**src/shared/mihc_pkg.sv**
```systemverilog
// Operation
// - Maskable request needs enable flag and mask
// - Taking any interrupt clears the enable flag
// - Watchdog request ignores enable flag and masks
// - After reset nothing taken until both pointers written
// - One pointer written alone blocks all requests
// - Halt stops CPU; any request restarts it
// - Source event sets flag regardless of mask
// - Interrupt when flag, mask and enable all one
// - Writing one clears flag; zero leaves it
// - Reset clears every factor flag
// - Masks read/write, one enables, reset clears
// - Timer match and underflow flag bit placement
// - Each key group edge sets its flag
// - Clock taps set flags on falling edge
// - Converter completions set reference and sensor flags
// - Counter overflows also set the completion flags
// - Mask sits 10H below its flag, same bit
// - Entry starts only after current instruction ends
// - Save flags, push counter, then load vector
// - Vector table and fixed priority order
// - Request supplies only low four counter bits
package mihc_pkg;

  localparam int NGRP = 6;
  localparam int VEC_W = 16;

  // Group order used for every per-group table below
  localparam int G_PTC = 0;
  localparam int G_PTU = 1;
  localparam int G_K0  = 2;
  localparam int G_K1  = 3;
  localparam int G_TAP = 4;
  localparam int G_RF  = 5;

  // Implemented bits per group
  localparam int GRP_W [NGRP] = '{2, 3, 1, 1, 4, 2};

  // Register indexes; byte address is four times the index
  localparam logic [15:0] MASK_IDX [NGRP] = '{16'hFFE0, 16'hFFE1, 16'hFFE3,
                                               16'hFFE4, 16'hFFE5, 16'hFFE7};
  localparam logic [15:0] FLAG_IDX [NGRP] = '{16'hFFF0, 16'hFFF1, 16'hFFF3,
                                               16'hFFF4, 16'hFFF5, 16'hFFF7};
  localparam logic [15:0] STAT_IDX = 16'hFFD0;

  // Reset values
  localparam logic [3:0] MASK_RST = 4'h0;
  localparam logic [3:0] FLAG_RST = 4'h0;

  // Vector base and low nibbles
  localparam logic [11:0] VEC_BASE = 12'h010;
  localparam logic [3:0]  VEC_WDT  = 4'h0;
  localparam logic [3:0]  VEC_RF   = 4'h2;
  localparam logic [3:0]  VEC_PTC  = 4'h4;
  localparam logic [3:0]  VEC_PTU  = 4'h6;
  localparam logic [3:0]  VEC_K0   = 4'h8;
  localparam logic [3:0]  VEC_K1   = 4'hA;
  localparam logic [3:0]  VEC_TAPH = 4'hC;
  localparam logic [3:0]  VEC_TAPL = 4'hE;

  // Key input settle cycles after reset
  localparam logic [1:0] KEY_ARM = 2'h3;

  typedef enum logic [1:0] {
    ST_IDLE = 2'b00,
    ST_SAVE = 2'b01,
    ST_PUSH = 2'b10,
    ST_LOAD = 2'b11
  } mihc_state_e;

endpackage

```
**src/shared/mihc_grp_if.sv**
```systemverilog
`timescale 1ns/1ps
interface mihc_grp_if;
  logic [3:0] set;
  logic [3:0] wdata;
  logic       wr_flag;
  logic       wr_mask;
  logic [3:0] flags;
  logic [3:0] mask;
  logic       req;

  modport grp (input set, wdata, wr_flag, wr_mask, output flags, mask, req);
  modport top (output set, wdata, wr_flag, wr_mask, input flags, mask, req);
endinterface

```
**src/core/mihc_flag_group.sv**
```systemverilog
`timescale 1ns/1ps
module mihc_flag_group #(
  parameter int W = 4
) (
  input  wire logic i_sys_clk,
  input  wire logic i_rstn,
  mihc_grp_if.grp   bus
);
  import mihc_pkg::*;

  localparam logic [3:0] USED = ~(4'hF << W);

  logic [3:0] flags_ff;
  logic [3:0] mask_ff;
  logic [3:0] nxt_flags;
  logic [3:0] nxt_mask;

  // Write-one clear, event set wins over clear
  assign nxt_flags = ((bus.wr_flag ? (flags_ff & ~bus.wdata) : flags_ff) | bus.set) & USED;
  assign nxt_mask  = (bus.wr_mask ? bus.wdata : mask_ff) & USED;

  // Flag and mask storage
  always_ff @(posedge i_sys_clk or negedge i_rstn) begin
    if (!i_rstn) begin
      flags_ff <= FLAG_RST;
      mask_ff  <= MASK_RST;
    end else begin
      flags_ff <= nxt_flags;
      mask_ff  <= nxt_mask;
    end
  end

  // Outputs toward the controller
  assign bus.flags = flags_ff;
  assign bus.mask  = mask_ff;
  assign bus.req   = |(flags_ff & mask_ff);
endmodule

```
**src/core/mihc_top.sv**
```systemverilog
`timescale 1ns/1ps
module mihc_top (
  input  wire logic                        i_sys_clk,
  input  wire logic                        i_rstn,
  // Avalon-MM slave
  input  wire logic [17:0]                 i_avs_address,
  input  wire logic                        i_avs_read,
  input  wire logic                        i_avs_write,
  input  wire logic [31:0]                 i_avs_writedata,
  input  wire logic [3:0]                  i_avs_byteenable,
  output logic      [31:0]                 o_avs_readdata,
  output logic                             o_avs_waitrequest,
  // Peripheral events
  input  wire logic [1:0]                  i_ptm_match,
  input  wire logic [2:0]                  i_ptm_underflow,
  input  wire logic [3:0]                  i_key_group0,
  input  wire logic [3:0]                  i_key_group1,
  input  wire logic [3:0]                  i_tap_levels,
  input  wire logic                        i_rf_ref_done,
  input  wire logic                        i_rf_tbc_ovf,
  input  wire logic                        i_rf_sens_done,
  input  wire logic                        i_rf_mc_ovf,
  input  wire logic                        i_wdt_req,
  // CPU core side
  input  wire logic                        i_cpu_insn_end,
  input  wire logic                        i_cpu_halt,
  input  wire logic                        i_cpu_ei,
  input  wire logic                        i_cpu_di,
  input  wire logic                        i_cpu_return_from_interrupt,
  input  wire logic                        i_sp1_wr,
  input  wire logic                        i_sp2_wr,
  output logic                             o_cpu_halted,
  output logic                             o_interrupts_on_state,
  output logic                             o_save_flags,
  output logic                             o_push_pc,
  output logic                             o_load_pc,
  output logic      [mihc_pkg::VEC_W-1:0]  o_vector,
  output logic                             o_irq_pending
);
  import mihc_pkg::*;

  mihc_grp_if g_if [NGRP] ();

  // ---- Bus slave state ----
  logic        ack_ff;
  logic [31:0] rd_ff;
  logic [3:0]  rd_mux;
  wire         bus_req = i_avs_read | i_avs_write;
  wire  [15:0] bus_idx = i_avs_address[17:2];
  wire         wr_go   = i_avs_write & ack_ff & i_avs_byteenable[0];
  wire         rd_cap  = i_avs_read & ~ack_ff;

  // ---- Event detection state ----
  logic [7:0] key_s1_ff;
  logic [7:0] key_s2_ff;
  logic [7:0] key_prev_ff;
  logic [1:0] key_arm_ff;
  logic [3:0] tap_prev_ff;
  logic       nmi_pend_ff;

  // ---- Interrupt entry state ----
  mihc_state_e state_ff;
  mihc_state_e nxt_state;
  logic        ie_ff;
  logic        nxt_ie;
  logic        saved_ie_ff;
  logic        sp1_ok_ff;
  logic        sp2_ok_ff;
  logic        halted_ff;
  logic [3:0]  vec_low_ff;
  logic [3:0]  nxt_vec_low;

  // One wait cycle, then answer
  always_ff @(posedge i_sys_clk or negedge i_rstn) begin
    if (!i_rstn) begin
      ack_ff <= 1'b0;
    end else begin
      ack_ff <= bus_req & ~ack_ff;
    end
  end

  assign o_avs_waitrequest = bus_req & ~ack_ff;

  // Read data captured in the wait cycle
  always_ff @(posedge i_sys_clk or negedge i_rstn) begin
    if (!i_rstn) begin
      rd_ff <= 32'h0000_0000;
    end else if (rd_cap) begin
      rd_ff <= {28'h000_0000, rd_mux};
    end
  end

  assign o_avs_readdata = rd_ff;

  // Per-group write strobes and data
  genvar gi;
  generate
    for (gi = 0; gi < NGRP; gi++) begin : g_grp
      assign g_if[gi].wdata   = i_avs_writedata[3:0];
      assign g_if[gi].wr_flag = wr_go & (bus_idx == FLAG_IDX[gi]);
      assign g_if[gi].wr_mask = wr_go & (bus_idx == MASK_IDX[gi]);

      mihc_flag_group #(
        .W (GRP_W[gi])
      ) u_grp (
        .i_sys_clk (i_sys_clk),
        .i_rstn    (i_rstn),
        .bus       (g_if[gi])
      );
    end
  endgenerate

  // Read selection; unmapped reads return zero
  always_comb begin
    rd_mux = 4'h0;
    if (bus_idx == FLAG_IDX[G_PTC]) rd_mux = g_if[G_PTC].flags;
    if (bus_idx == FLAG_IDX[G_PTU]) rd_mux = g_if[G_PTU].flags;
    if (bus_idx == FLAG_IDX[G_K0])  rd_mux = g_if[G_K0].flags;
    if (bus_idx == FLAG_IDX[G_K1])  rd_mux = g_if[G_K1].flags;
    if (bus_idx == FLAG_IDX[G_TAP]) rd_mux = g_if[G_TAP].flags;
    if (bus_idx == FLAG_IDX[G_RF])  rd_mux = g_if[G_RF].flags;
    if (bus_idx == MASK_IDX[G_PTC]) rd_mux = g_if[G_PTC].mask;
    if (bus_idx == MASK_IDX[G_PTU]) rd_mux = g_if[G_PTU].mask;
    if (bus_idx == MASK_IDX[G_K0])  rd_mux = g_if[G_K0].mask;
    if (bus_idx == MASK_IDX[G_K1])  rd_mux = g_if[G_K1].mask;
    if (bus_idx == MASK_IDX[G_TAP]) rd_mux = g_if[G_TAP].mask;
    if (bus_idx == MASK_IDX[G_RF])  rd_mux = g_if[G_RF].mask;
    if (bus_idx == STAT_IDX)        rd_mux = {halted_ff, sp1_ok_ff & sp2_ok_ff,
                                              ie_ff, nmi_pend_ff};
  end

  // Key pins: two-stage sync, then edge history
  always_ff @(posedge i_sys_clk or negedge i_rstn) begin
    if (!i_rstn) begin
      key_s1_ff   <= 8'h00;
      key_s2_ff   <= 8'h00;
      key_prev_ff <= 8'h00;
    end else begin
      key_s1_ff   <= {i_key_group1, i_key_group0};
      key_s2_ff   <= key_s1_ff;
      key_prev_ff <= key_s2_ff;
    end
  end

  // Hide the reset-to-pin-level step
  always_ff @(posedge i_sys_clk or negedge i_rstn) begin
    if (!i_rstn) begin
      key_arm_ff <= 2'h0;
    end else if (key_arm_ff != KEY_ARM) begin
      key_arm_ff <= key_arm_ff + 2'h1;
    end
  end

  // Tap history for falling edges
  always_ff @(posedge i_sys_clk or negedge i_rstn) begin
    if (!i_rstn) begin
      tap_prev_ff <= 4'h0;
    end else begin
      tap_prev_ff <= i_tap_levels;
    end
  end

  wire [7:0] key_edge = (key_arm_ff == KEY_ARM) ? (key_s2_ff ^ key_prev_ff) : 8'h00;
  wire [3:0] tap_fall = tap_prev_ff & ~i_tap_levels;

  // Event routing into flag groups
  assign g_if[G_PTC].set = {2'b00, i_ptm_match};
  assign g_if[G_PTU].set = {1'b0, i_ptm_underflow};
  assign g_if[G_K0].set  = {3'b000, |key_edge[3:0]};
  assign g_if[G_K1].set  = {3'b000, |key_edge[7:4]};
  assign g_if[G_TAP].set = tap_fall;
  assign g_if[G_RF].set  = {2'b00, i_rf_ref_done | i_rf_tbc_ovf,
                            i_rf_sens_done | i_rf_mc_ovf};

  // Masked requests per vector
  wire [3:0] tap_act = g_if[G_TAP].flags & g_if[G_TAP].mask;
  wire       rq_rf   = g_if[G_RF].req;
  wire       rq_ptc  = g_if[G_PTC].req;
  wire       rq_ptu  = g_if[G_PTU].req;
  wire       rq_k0   = g_if[G_K0].req;
  wire       rq_k1   = g_if[G_K1].req;
  wire       rq_taph = |tap_act[3:2];
  wire       rq_tapl = |tap_act[1:0];
  wire       mreq    = rq_rf | rq_ptc | rq_ptu | rq_k0 | rq_k1 | rq_taph | rq_tapl;

  // Acceptance conditions
  wire sp_ok   = sp1_ok_ff & sp2_ok_ff;
  wire at_bnd  = i_cpu_insn_end | halted_ff;
  wire nmi_go  = nmi_pend_ff;
  wire mask_go = ie_ff & mreq;
  wire take    = (state_ff == ST_IDLE) & sp_ok & at_bnd & (nmi_go | mask_go);
  wire wake    = sp_ok & (nmi_pend_ff | mreq);

  assign o_irq_pending = sp_ok & (nmi_go | mask_go);

  // Fixed priority, watchdog first
  always_comb begin
    if (nmi_go)        nxt_vec_low = VEC_WDT;
    else if (rq_rf)    nxt_vec_low = VEC_RF;
    else if (rq_ptc)   nxt_vec_low = VEC_PTC;
    else if (rq_ptu)   nxt_vec_low = VEC_PTU;
    else if (rq_k0)    nxt_vec_low = VEC_K0;
    else if (rq_k1)    nxt_vec_low = VEC_K1;
    else if (rq_taph)  nxt_vec_low = VEC_TAPH;
    else               nxt_vec_low = VEC_TAPL;
  end

  // Watchdog request latch, set wins over clear
  always_ff @(posedge i_sys_clk or negedge i_rstn) begin
    if (!i_rstn) begin
      nmi_pend_ff <= 1'b0;
    end else begin
      nmi_pend_ff <= i_wdt_req | (nmi_pend_ff & ~(take & nmi_go));
    end
  end

  // Stack pointer pair interlock
  always_ff @(posedge i_sys_clk or negedge i_rstn) begin
    if (!i_rstn) begin
      sp1_ok_ff <= 1'b0;
      sp2_ok_ff <= 1'b0;
    end else begin
      if (i_sp1_wr & i_sp2_wr) begin
        sp1_ok_ff <= 1'b1;
        sp2_ok_ff <= 1'b1;
      end else if (i_sp1_wr) begin
        sp1_ok_ff <= 1'b1;
        sp2_ok_ff <= sp2_ok_ff & ~sp1_ok_ff;
      end else if (i_sp2_wr) begin
        sp2_ok_ff <= 1'b1;
        sp1_ok_ff <= sp1_ok_ff & ~sp2_ok_ff;
      end
    end
  end

  // Entry sequence
  always_comb begin
    nxt_state = state_ff;
    unique case (state_ff)
      ST_IDLE: begin
        if (take) begin
          nxt_state = ST_SAVE;
        end
      end
      ST_SAVE: nxt_state = ST_PUSH;
      ST_PUSH: nxt_state = ST_LOAD;
      ST_LOAD: nxt_state = ST_IDLE;
    endcase
  end

  always_ff @(posedge i_sys_clk or negedge i_rstn) begin
    if (!i_rstn) begin
      state_ff <= ST_IDLE;
    end else begin
      state_ff <= nxt_state;
    end
  end

  // Vector latched at acceptance
  always_ff @(posedge i_sys_clk or negedge i_rstn) begin
    if (!i_rstn) begin
      vec_low_ff <= VEC_WDT;
    end else if (take) begin
      vec_low_ff <= nxt_vec_low;
    end
  end

  // Enable flag: entry clear beats return and enable
  always_comb begin
    nxt_ie = ie_ff;
    if (i_cpu_ei) nxt_ie = 1'b1;
    if (i_cpu_di) nxt_ie = 1'b0;
    if (i_cpu_return_from_interrupt) nxt_ie = saved_ie_ff;
    if (take) nxt_ie = 1'b0;
  end

  always_ff @(posedge i_sys_clk or negedge i_rstn) begin
    if (!i_rstn) begin
      ie_ff       <= 1'b0;
      saved_ie_ff <= 1'b0;
    end else begin
      ie_ff <= nxt_ie;
      if (take) begin
        saved_ie_ff <= ie_ff;
      end
    end
  end

  // Halt until any request appears
  always_ff @(posedge i_sys_clk or negedge i_rstn) begin
    if (!i_rstn) begin
      halted_ff <= 1'b0;
    end else if (wake) begin
      halted_ff <= 1'b0;
    end else if (i_cpu_halt) begin
      halted_ff <= 1'b1;
    end
  end

  // CPU side outputs
  assign o_cpu_halted          = halted_ff;
  assign o_interrupts_on_state = ie_ff;
  assign o_save_flags          = (state_ff == ST_SAVE);
  assign o_push_pc             = (state_ff == ST_PUSH);
  assign o_load_pc             = (state_ff == ST_LOAD);
  assign o_vector              = {VEC_BASE, vec_low_ff};
endmodule

```
**config.mk**
```make
export PLATFORM = sky130hd
export DESIGN_NAME = mihc_top
export DESIGN_NICKNAME = d
export VERILOG_FILES = /design/src/shared/mihc_pkg.sv /design/src/shared/mihc_grp_if.sv /design/src/core/mihc_flag_group.sv /design/src/core/mihc_top.sv
export SDC_FILE = /design/constraint.sdc
export NUM_CORES = 1
export LEC_CHECK = 0
export BUFFER_PORTS_ARGS = -buffer_cell sky130_fd_sc_hd__buf_2
export CAP_MARGIN = 10
export CORE_MARGIN = 10
export CORE_UTILIZATION = 53
export CTS_BUF_LIST = sky130_fd_sc_hd__clkbuf_16
export CTS_CLUSTER_SIZE = 20
export DETAILED_ROUTE_END_ITERATION = 7
export PLACE_DENSITY = 0.86
export RECOVER_POWER = 50
export SLEW_MARGIN = 20
export SYNTH_ARGS = -nofsm -noshare
export SYNTH_HDL_FRONTEND = slang
export SYNTH_SLANG_ARGS = --single-unit
```
**constraint.sdc**
```tcl
create_clock -name i_sys_clk -period 3.2 [get_ports i_sys_clk]
set_input_delay 0.64 -clock i_sys_clk [delete_from_list [all_inputs] [get_ports i_sys_clk]]
set_output_delay 0.64 -clock i_sys_clk [all_outputs]
set_load 0.02 [all_outputs]
```
==> results_dict.tcl, run 1 <==
set metrics [dict create \
    tns_ps 0 \
    dieArea_um2 10500 \
    postCtsHoldBufs 0 \
    fin_nets 492 \
    rr_startpoint "g_grp[1].u_grp.bus.mask[0]$_DFFE_PN0P_" \
    synth_ff_type "dfrtp_1" \
    tritoncts "built" \
    hold_viol 0 \
    drtIter0Drc 360 \
    via_count 2673 \
    yosys_warnings 0 \
    hold_class "reg -> reg" \
    rrSetupSlack_ps 930 \
    root_buffer "clkbuf_16" \
    violations "capacitance limit, slew limit" \
    port_buffers 67 \
    max_stage_delay_ps 600 \
    critical_path_class "reg -> out" \
    cp-end-kind "primary output" \
    ys_seq_elements 72 \
    placementRows 29 \
    relSlewSlack_pct -4.52 \
    antenna_found_initial 0 \
    initial_core_util_pct 55.6 \
    yosysTopAreaCell "dfrtp_1" \
    tightestPinTransition_ps 1570 \
    ir_drop_uv 293 \
    cp_slowest_cell "a222oi_1" \
    synth_area_leaders "dfrtp_1, buf_4, mux2_2" \
    cp-start-kind "flip-flop" \
    cts.sinks 72 \
    dp_hpwl_um 6540 \
    grt_overflow 0 \
    coreArea_um2 6460 \
    place.gp.congestion 0.913 \
    crit_path_frequent_cell "nor2_1" \
    fmax_ghz 0.358 \
    grt_pass1_wl_um 13100 \
    ys_types 58 \
    synth-edff-count 0 \
    synth_most_common_cell "dfrtp_1" \
    ant_nets 0 \
    drive_gt1_share_pct 25.7 \
    avgSynthCellArea_um2 10.9 \
    power_density_nw_per_um2 604 \
    ios 142 \
    power_frac_seq_pct 40.9 \
    syn_inst 328 \
    leakage_nw 1.94 \
    path_clk_slew_ps 60 \
    skew_ps 6.27 \
    wire_per_inst_um 17.8 \
    htreeDepth 3 \
    regArea_um2 1800 \
    grt_use_total_pct 15.8 \
    fp.dieH_um 102 \
    grt_pass1_vias 2675 \
    fin_util_pct 64.3 \
    crit_chain "a222oi_1 > nand4b_1 > nor2_1 > nor2_1 > buf_2" \
    path_max_fanout 3 \
    synth_area_um2 3590 \
    setup_violations 0 \
    numCtsBuffers 9 \
    viasPerCell 5.56 \
    period_share_pct 87.2 \
    multiInputGateArea_um2 1560 \
    cts_buffer_depth 2 \
    fp.dieW_um 102 \
    maxSlewViolCount 32 \
    drt_wl_total_um 8570 \
    period_needed_ps 2790 \
    clkPwrFrac_pct 40.9 \
    post-cts-setup-buffers 0 \
    areaGrowthSynthToFinish_pct 15.7 \
    synthTopCellsByCount "dfrtp_1, buf_4, nand2_1, mux2_2, nor2_1" \
    run_status "finished with violations" \
    yosysSeqAreaShare_pct 50.2 \
    combPwrFrac_pct 18.2 \
    arrival_ps 2150 \
    cp-startpoint "g_grp[1].u_grp.bus.mask[0]$_DFFE_PN0P_" \
    synthArstFlopShare_pct 100 \
    p_int_mw 1.82 \
    antenna_cells 0 \
    max-cap-violations 1 \
    critical_path_required_ps 2560 \
    clk-insertion-delay-late_ps 320 \
    route.detailed.drc 0 \
    synth_top_area_share_pct 50.2 \
    r2r_cells 5 \
    grt_max_degree 43 \
    rsz0062_at_grt "false" \
    first_pass_iters 5 \
    r2r-end "state_ff[1]$_DFFE_PN0P_" \
    netSwitchingPower_mw 0.693 \
    crit_path_end "o_irq_pending" \
    cts_resized 0 \
    netSwitchingFraction_pct 27.6 \
    fillerInstances 522 \
]
[per-stage QoR]
| stage | power, mW | std cells | instance area (um2) | hold WS [ps] | worst slack (ps) |
|---|---|---|---|---|---|
| after floorplan | 1.38 | 367 | 3730 | 331 | 1230 |
| after global placement | 1.47 | 465 | 3860 | 334 | 839 |
| after detailed placement | 1.50 | 465 | 3860 | 336 | 778 |
| after CTS | 2.53 | 481 | 4170 | 348 | 428 |
| after global routing | 2.61 | 481 | 4150 | 353 | 257 |
| final | 2.51 | 481 | 4150 | 344 | 408 |
[worst max-delay path, delay by kind of cell (launching register included)]
| family | cells | cell delay, ps |
|---|---|---|
| AOI/OAI and AO/OA | 1 | 600 |
| buffers and inverters | 1 | 160 |
| and+or+nand+nor | 3 | 650 |
| DFF | 1 | 410 |
[power by group through the flow]
stage / sequential, mW / clock (mW) / combinational [mW]
floorplan: 1.06 / 0 / 0.315
global placement: 1.04 / 0 / 0.432
detailed placement: 1.04 / 0 / 0.456
CTS: 1.03 / 1.05 / 0.458
global route: 1.04 / 1.08 / 0.496
finish: 1.03 / 1.03 / 0.456
[how the worst min path moves through the flow]
stage | from | to | slack [ps] | cells past startpoint
global placement | key_s1_ff[1]$_DFF_PN0_ | key_s2_ff[1]$_DFF_PN0_ | 330 | 0
global route | key_s1_ff[5]$_DFF_PN0_ | key_s2_ff[5]$_DFF_PN0_ | 350 | 0
detailed placement | key_s1_ff[4]$_DFF_PN0_ | key_s2_ff[4]$_DFF_PN0_ | 340 | 0
finish | key_s1_ff[4]$_DFF_PN0_ | key_s2_ff[4]$_DFF_PN0_ | 340 | 0
CTS | key_s1_ff[4]$_DFF_PN0_ | key_s2_ff[4]$_DFF_PN0_ | 350 | 0
floorplan | key_s1_ff[0]$_DFF_PN0_ | key_s2_ff[0]$_DFF_PN0_ | 330 | 0
[per-layer routing]
layer | vias to the layer above | share of wire [%] | GRT usage, %
li1 | 1237 | - | -
met1 | 1289 | 41 | 19.8
met2 | 133 | 49 | 25.6
met3 | 14 | 9.4 | 4.25
met4 | 0 | 1.2 | 6.07
met5 | - | 0 | 0
[registers in the layout, indices dropped and copies added (netlist names)]
name,flops
state_ff,2
g_grp.u_grp.bus.flags,13
tap_prev_ff,4
g_grp.u_grp.bus.mask,13
key_s2_ff,8
key_arm_ff,2
o_cpu_halted,1
ack_ff,1
sp2_ok_ff,1
nmi_go,1
sp1_ok_ff,1
key_s1_ff,8
saved_ie_ff,1
vec_low_ff,3
o_avs_readdata,4
o_interrupts_on_state,1
key_prev_ff,8
[cell type report]
class                      instances  area share [%]
timing repair buffer              70            8.44
inverter                           9           0.814
tap                               77            2.32
sequential                        72            43.4
clock buffer                       9            5.42
multi-input combinational        237            37.5
clock inverter                     7            2.11
[cells in the final DEF, fill, tap and decap left out, types with 6 or more instances in the layout]
master	count
o21ai_0	10
dfrtp_1	72
conb_1	41
inv_1	10
a21oi_1	12
a21o_1	7
mux2_2	16
xnor2_1	9
clkbuf_16	9
a22o_1	8
nand2_1	34
nor2_1	13
buf_2	63
ha_1	6
[kinds of logic (layout without fill, tap and decap cells)]
group                      after synthesis  count (layout)  share of synthesized area [%]
buffers and inverters                   58              95                           10.5
and+or+nand+nor                         95              95                           15.3
AOI/OAI and AO/OA                       65              65                           13.0
adders and majority gates                6               6                           2.09
muxes                                   21              21                           6.55
DFF                                     72              72                           50.2
other                                    2              41                          0.209
xor gates and xnor gates                 9               9                           2.20
Note: power is estimated with default switching activity, not from simulation.
==> run 2: changes to the inputs <==
--- a/config.mk
+++ b/config.mk
@@ -7,14 +7,16 @@
 export LEC_CHECK = 0
 export BUFFER_PORTS_ARGS = -buffer_cell sky130_fd_sc_hd__buf_2
 export CAP_MARGIN = 10
+export CELL_PAD_IN_SITES_DETAIL_PLACEMENT = 0
+export CELL_PAD_IN_SITES_GLOBAL_PLACEMENT = 1
 export CORE_MARGIN = 10
-export CORE_UTILIZATION = 53
+export CORE_UTILIZATION = 39
 export CTS_BUF_LIST = sky130_fd_sc_hd__clkbuf_16
 export CTS_CLUSTER_SIZE = 20
 export DETAILED_ROUTE_END_ITERATION = 7
-export PLACE_DENSITY = 0.86
+export PLACE_DENSITY_LB_ADDON = 0.1
 export RECOVER_POWER = 50
-export SLEW_MARGIN = 20
+export SLEW_MARGIN = 15
 export SYNTH_ARGS = -nofsm -noshare
 export SYNTH_HDL_FRONTEND = slang
 export SYNTH_SLANG_ARGS = --single-unit
==> results_dict.tcl, run 2 (same netlist as run 1, synthesis figures left out) <==
set metrics [dict create \
    dp_hpwl_um 6550 \
    path_max_fanout 3 \
    viasPerCell 4.95 \
    tightestPinTransition_ps 1420 \
    fmax_ghz 0.370 \
    postCtsHoldBufs 0 \
    post-place-ws_ps 868 \
    drt_wl_total_um 8670 \
    coreArea_um2 8850 \
    drtIter0Drc 72 \
    initial_core_util_pct 40.6 \
    skew_ps 7.84 \
    cp-end-kind "primary output" \
    fp.dieW_um 116 \
    maxSlewViolCount 0 \
    crit_cells 5 \
    setup_violations 0 \
    areaGrowthSynthToFinish_pct 16.4 \
    dieArea_um2 13400 \
    cp-start-kind "flip-flop" \
    tritoncts "built" \
    numCtsBuffers 9 \
    rsz0062_at_grt "false" \
    ant_nets 0 \
    final_cell_mix "dfrtp_1, buf_2, conb_1, nand2_1, mux2_2" \
    run_status "complete, no violations" \
    whs_ps 341 \
    first_pass_iters 4 \
    grt_pass1_vias 2528 \
    clk-insertion-delay-late_ps 330 \
    leakage_nw 1.94 \
    arrival_ps 2060 \
    max_stage_delay_ps 540 \
    port_buffers 67 \
    ios 142 \
    crit_path_frequent_cell "nor2_1" \
    path_buf_inv 1 \
    rrSetupSlack_ps 1030 \
    post-cts-setup-buffers 0 \
    via_count 2533 \
    antenna_cells 0 \
    relSlewSlack_pct 5.38 \
    critical_path_required_ps 2560 \
    crit_family "simple AND/OR/NAND/NOR gates" \
    fin_util_pct 47.2 \
    root_buffer "clkbuf_16" \
    holdPathStages 0 \
    cp_slowest_cell "a222oi_1" \
    cts_resized 0 \
    final_common_cell "dfrtp_1" \
    placed_cells 496 \
    power_density_nw_per_um2 589 \
    cts.sinks 72 \
    wire_per_inst_um 16.9 \
    max-cap-violations 0 \
    grt_use_total_pct 12.5 \
    grt_max_degree 46 \
    route.detailed.drc 0 \
    critical_path_class "reg -> out" \
    hold_viol 0 \
    hold_class "reg -> reg" \
    grt_overflow 0 \
    fin_nets 492 \
    period_share_pct 84.4 \
    tns_ps 0 \
    drive_gt1_share_pct 26.2 \
    final_cells 512 \
    fp.dieH_um 116 \
    crit_chain "a222oi_1 > nand4b_1 > nor2_1 > nor2_1 > buf_2" \
    ir_drop_uv 267 \
    r2r_cells 5 \
    grt_pass1_wl_um 13100 \
    path_clk_slew_ps 60 \
    htreeDepth 3 \
    period_needed_ps 2700 \
    setup_ws_ps 498 \
    place.gp.congestion 0.860 \
    cts_buffer_depth 2 \
    placementRows 34 \
    antenna_found_initial 0 \
]
run 2: cell count changes in the layout (fill, tap and decap cells not counted), sizes merged:
cell,previous run,this run
bufinv,2,1
inv,10,11
run 2: cell type report:
type	count	area (um2)
clock inverters	7	72.6
flip-flops and latches	72	1800
fillers	832	4670
clock buffers	9	225
repair buffers	70	350
multi-input cells	237	1560
inverters	9	33.8
well taps	108	135
run 2: power breakdown:
part           internal, mW  leakage [nW]  switching (mW)  total [mW]
registers             0.979         0.839          0.0476        1.03
clock network         0.604         0.147           0.388       0.993
logic                 0.160         0.953           0.280       0.439
total                  1.74          1.94           0.716        2.46
run 2: stage by stage:
stage                     area (um2)  power [mW]
after global placement          3900        1.49
after floorplan                 3730        1.38
after CTS                       4200        2.50
after detailed placement        3900        1.49
final                           4180        2.46
after global routing            4180        2.59
run 2: final timing paths:
path,startpoint,endpoint
worst max-delay path,g_grp[1].u_grp.bus.flags[0]$_DFF_PN0_,o_irq_pending
worst min-delay path,key_s1_ff[7]$_DFF_PN0_,key_s2_ff[7]$_DFF_PN0_
worst max register to register,g_grp[1].u_grp.bus.flags[0]$_DFF_PN0_,state_ff[1]$_DFFE_PN0P_
worst min register to register,key_s1_ff[7]$_DFF_PN0_,key_s2_ff[7]$_DFF_PN0_
max in group asynchronous,i_rstn,o_avs_readdata[3]$_DFFE_PN0P_
min in group asynchronous,i_rstn,key_s2_ff[2]$_DFF_PN0_
run 2: worst reg2reg max path, cell delays in order, from the launching register on:
cell	delay (ps)
dfrtp_1	410
a222oi_1	540
nand4b_1	330
o21ai_4	380
nand2_4	90
mux2_4	300
run 2: routing by layer:
metal	global-route usage (%)	vias up	wire, um
li1	-	1235	-
met1	17.0	1189	4180
met2	17.9	97	3630
met3	3.51	12	718
met4	5.84	0	145
met5	0	-	0
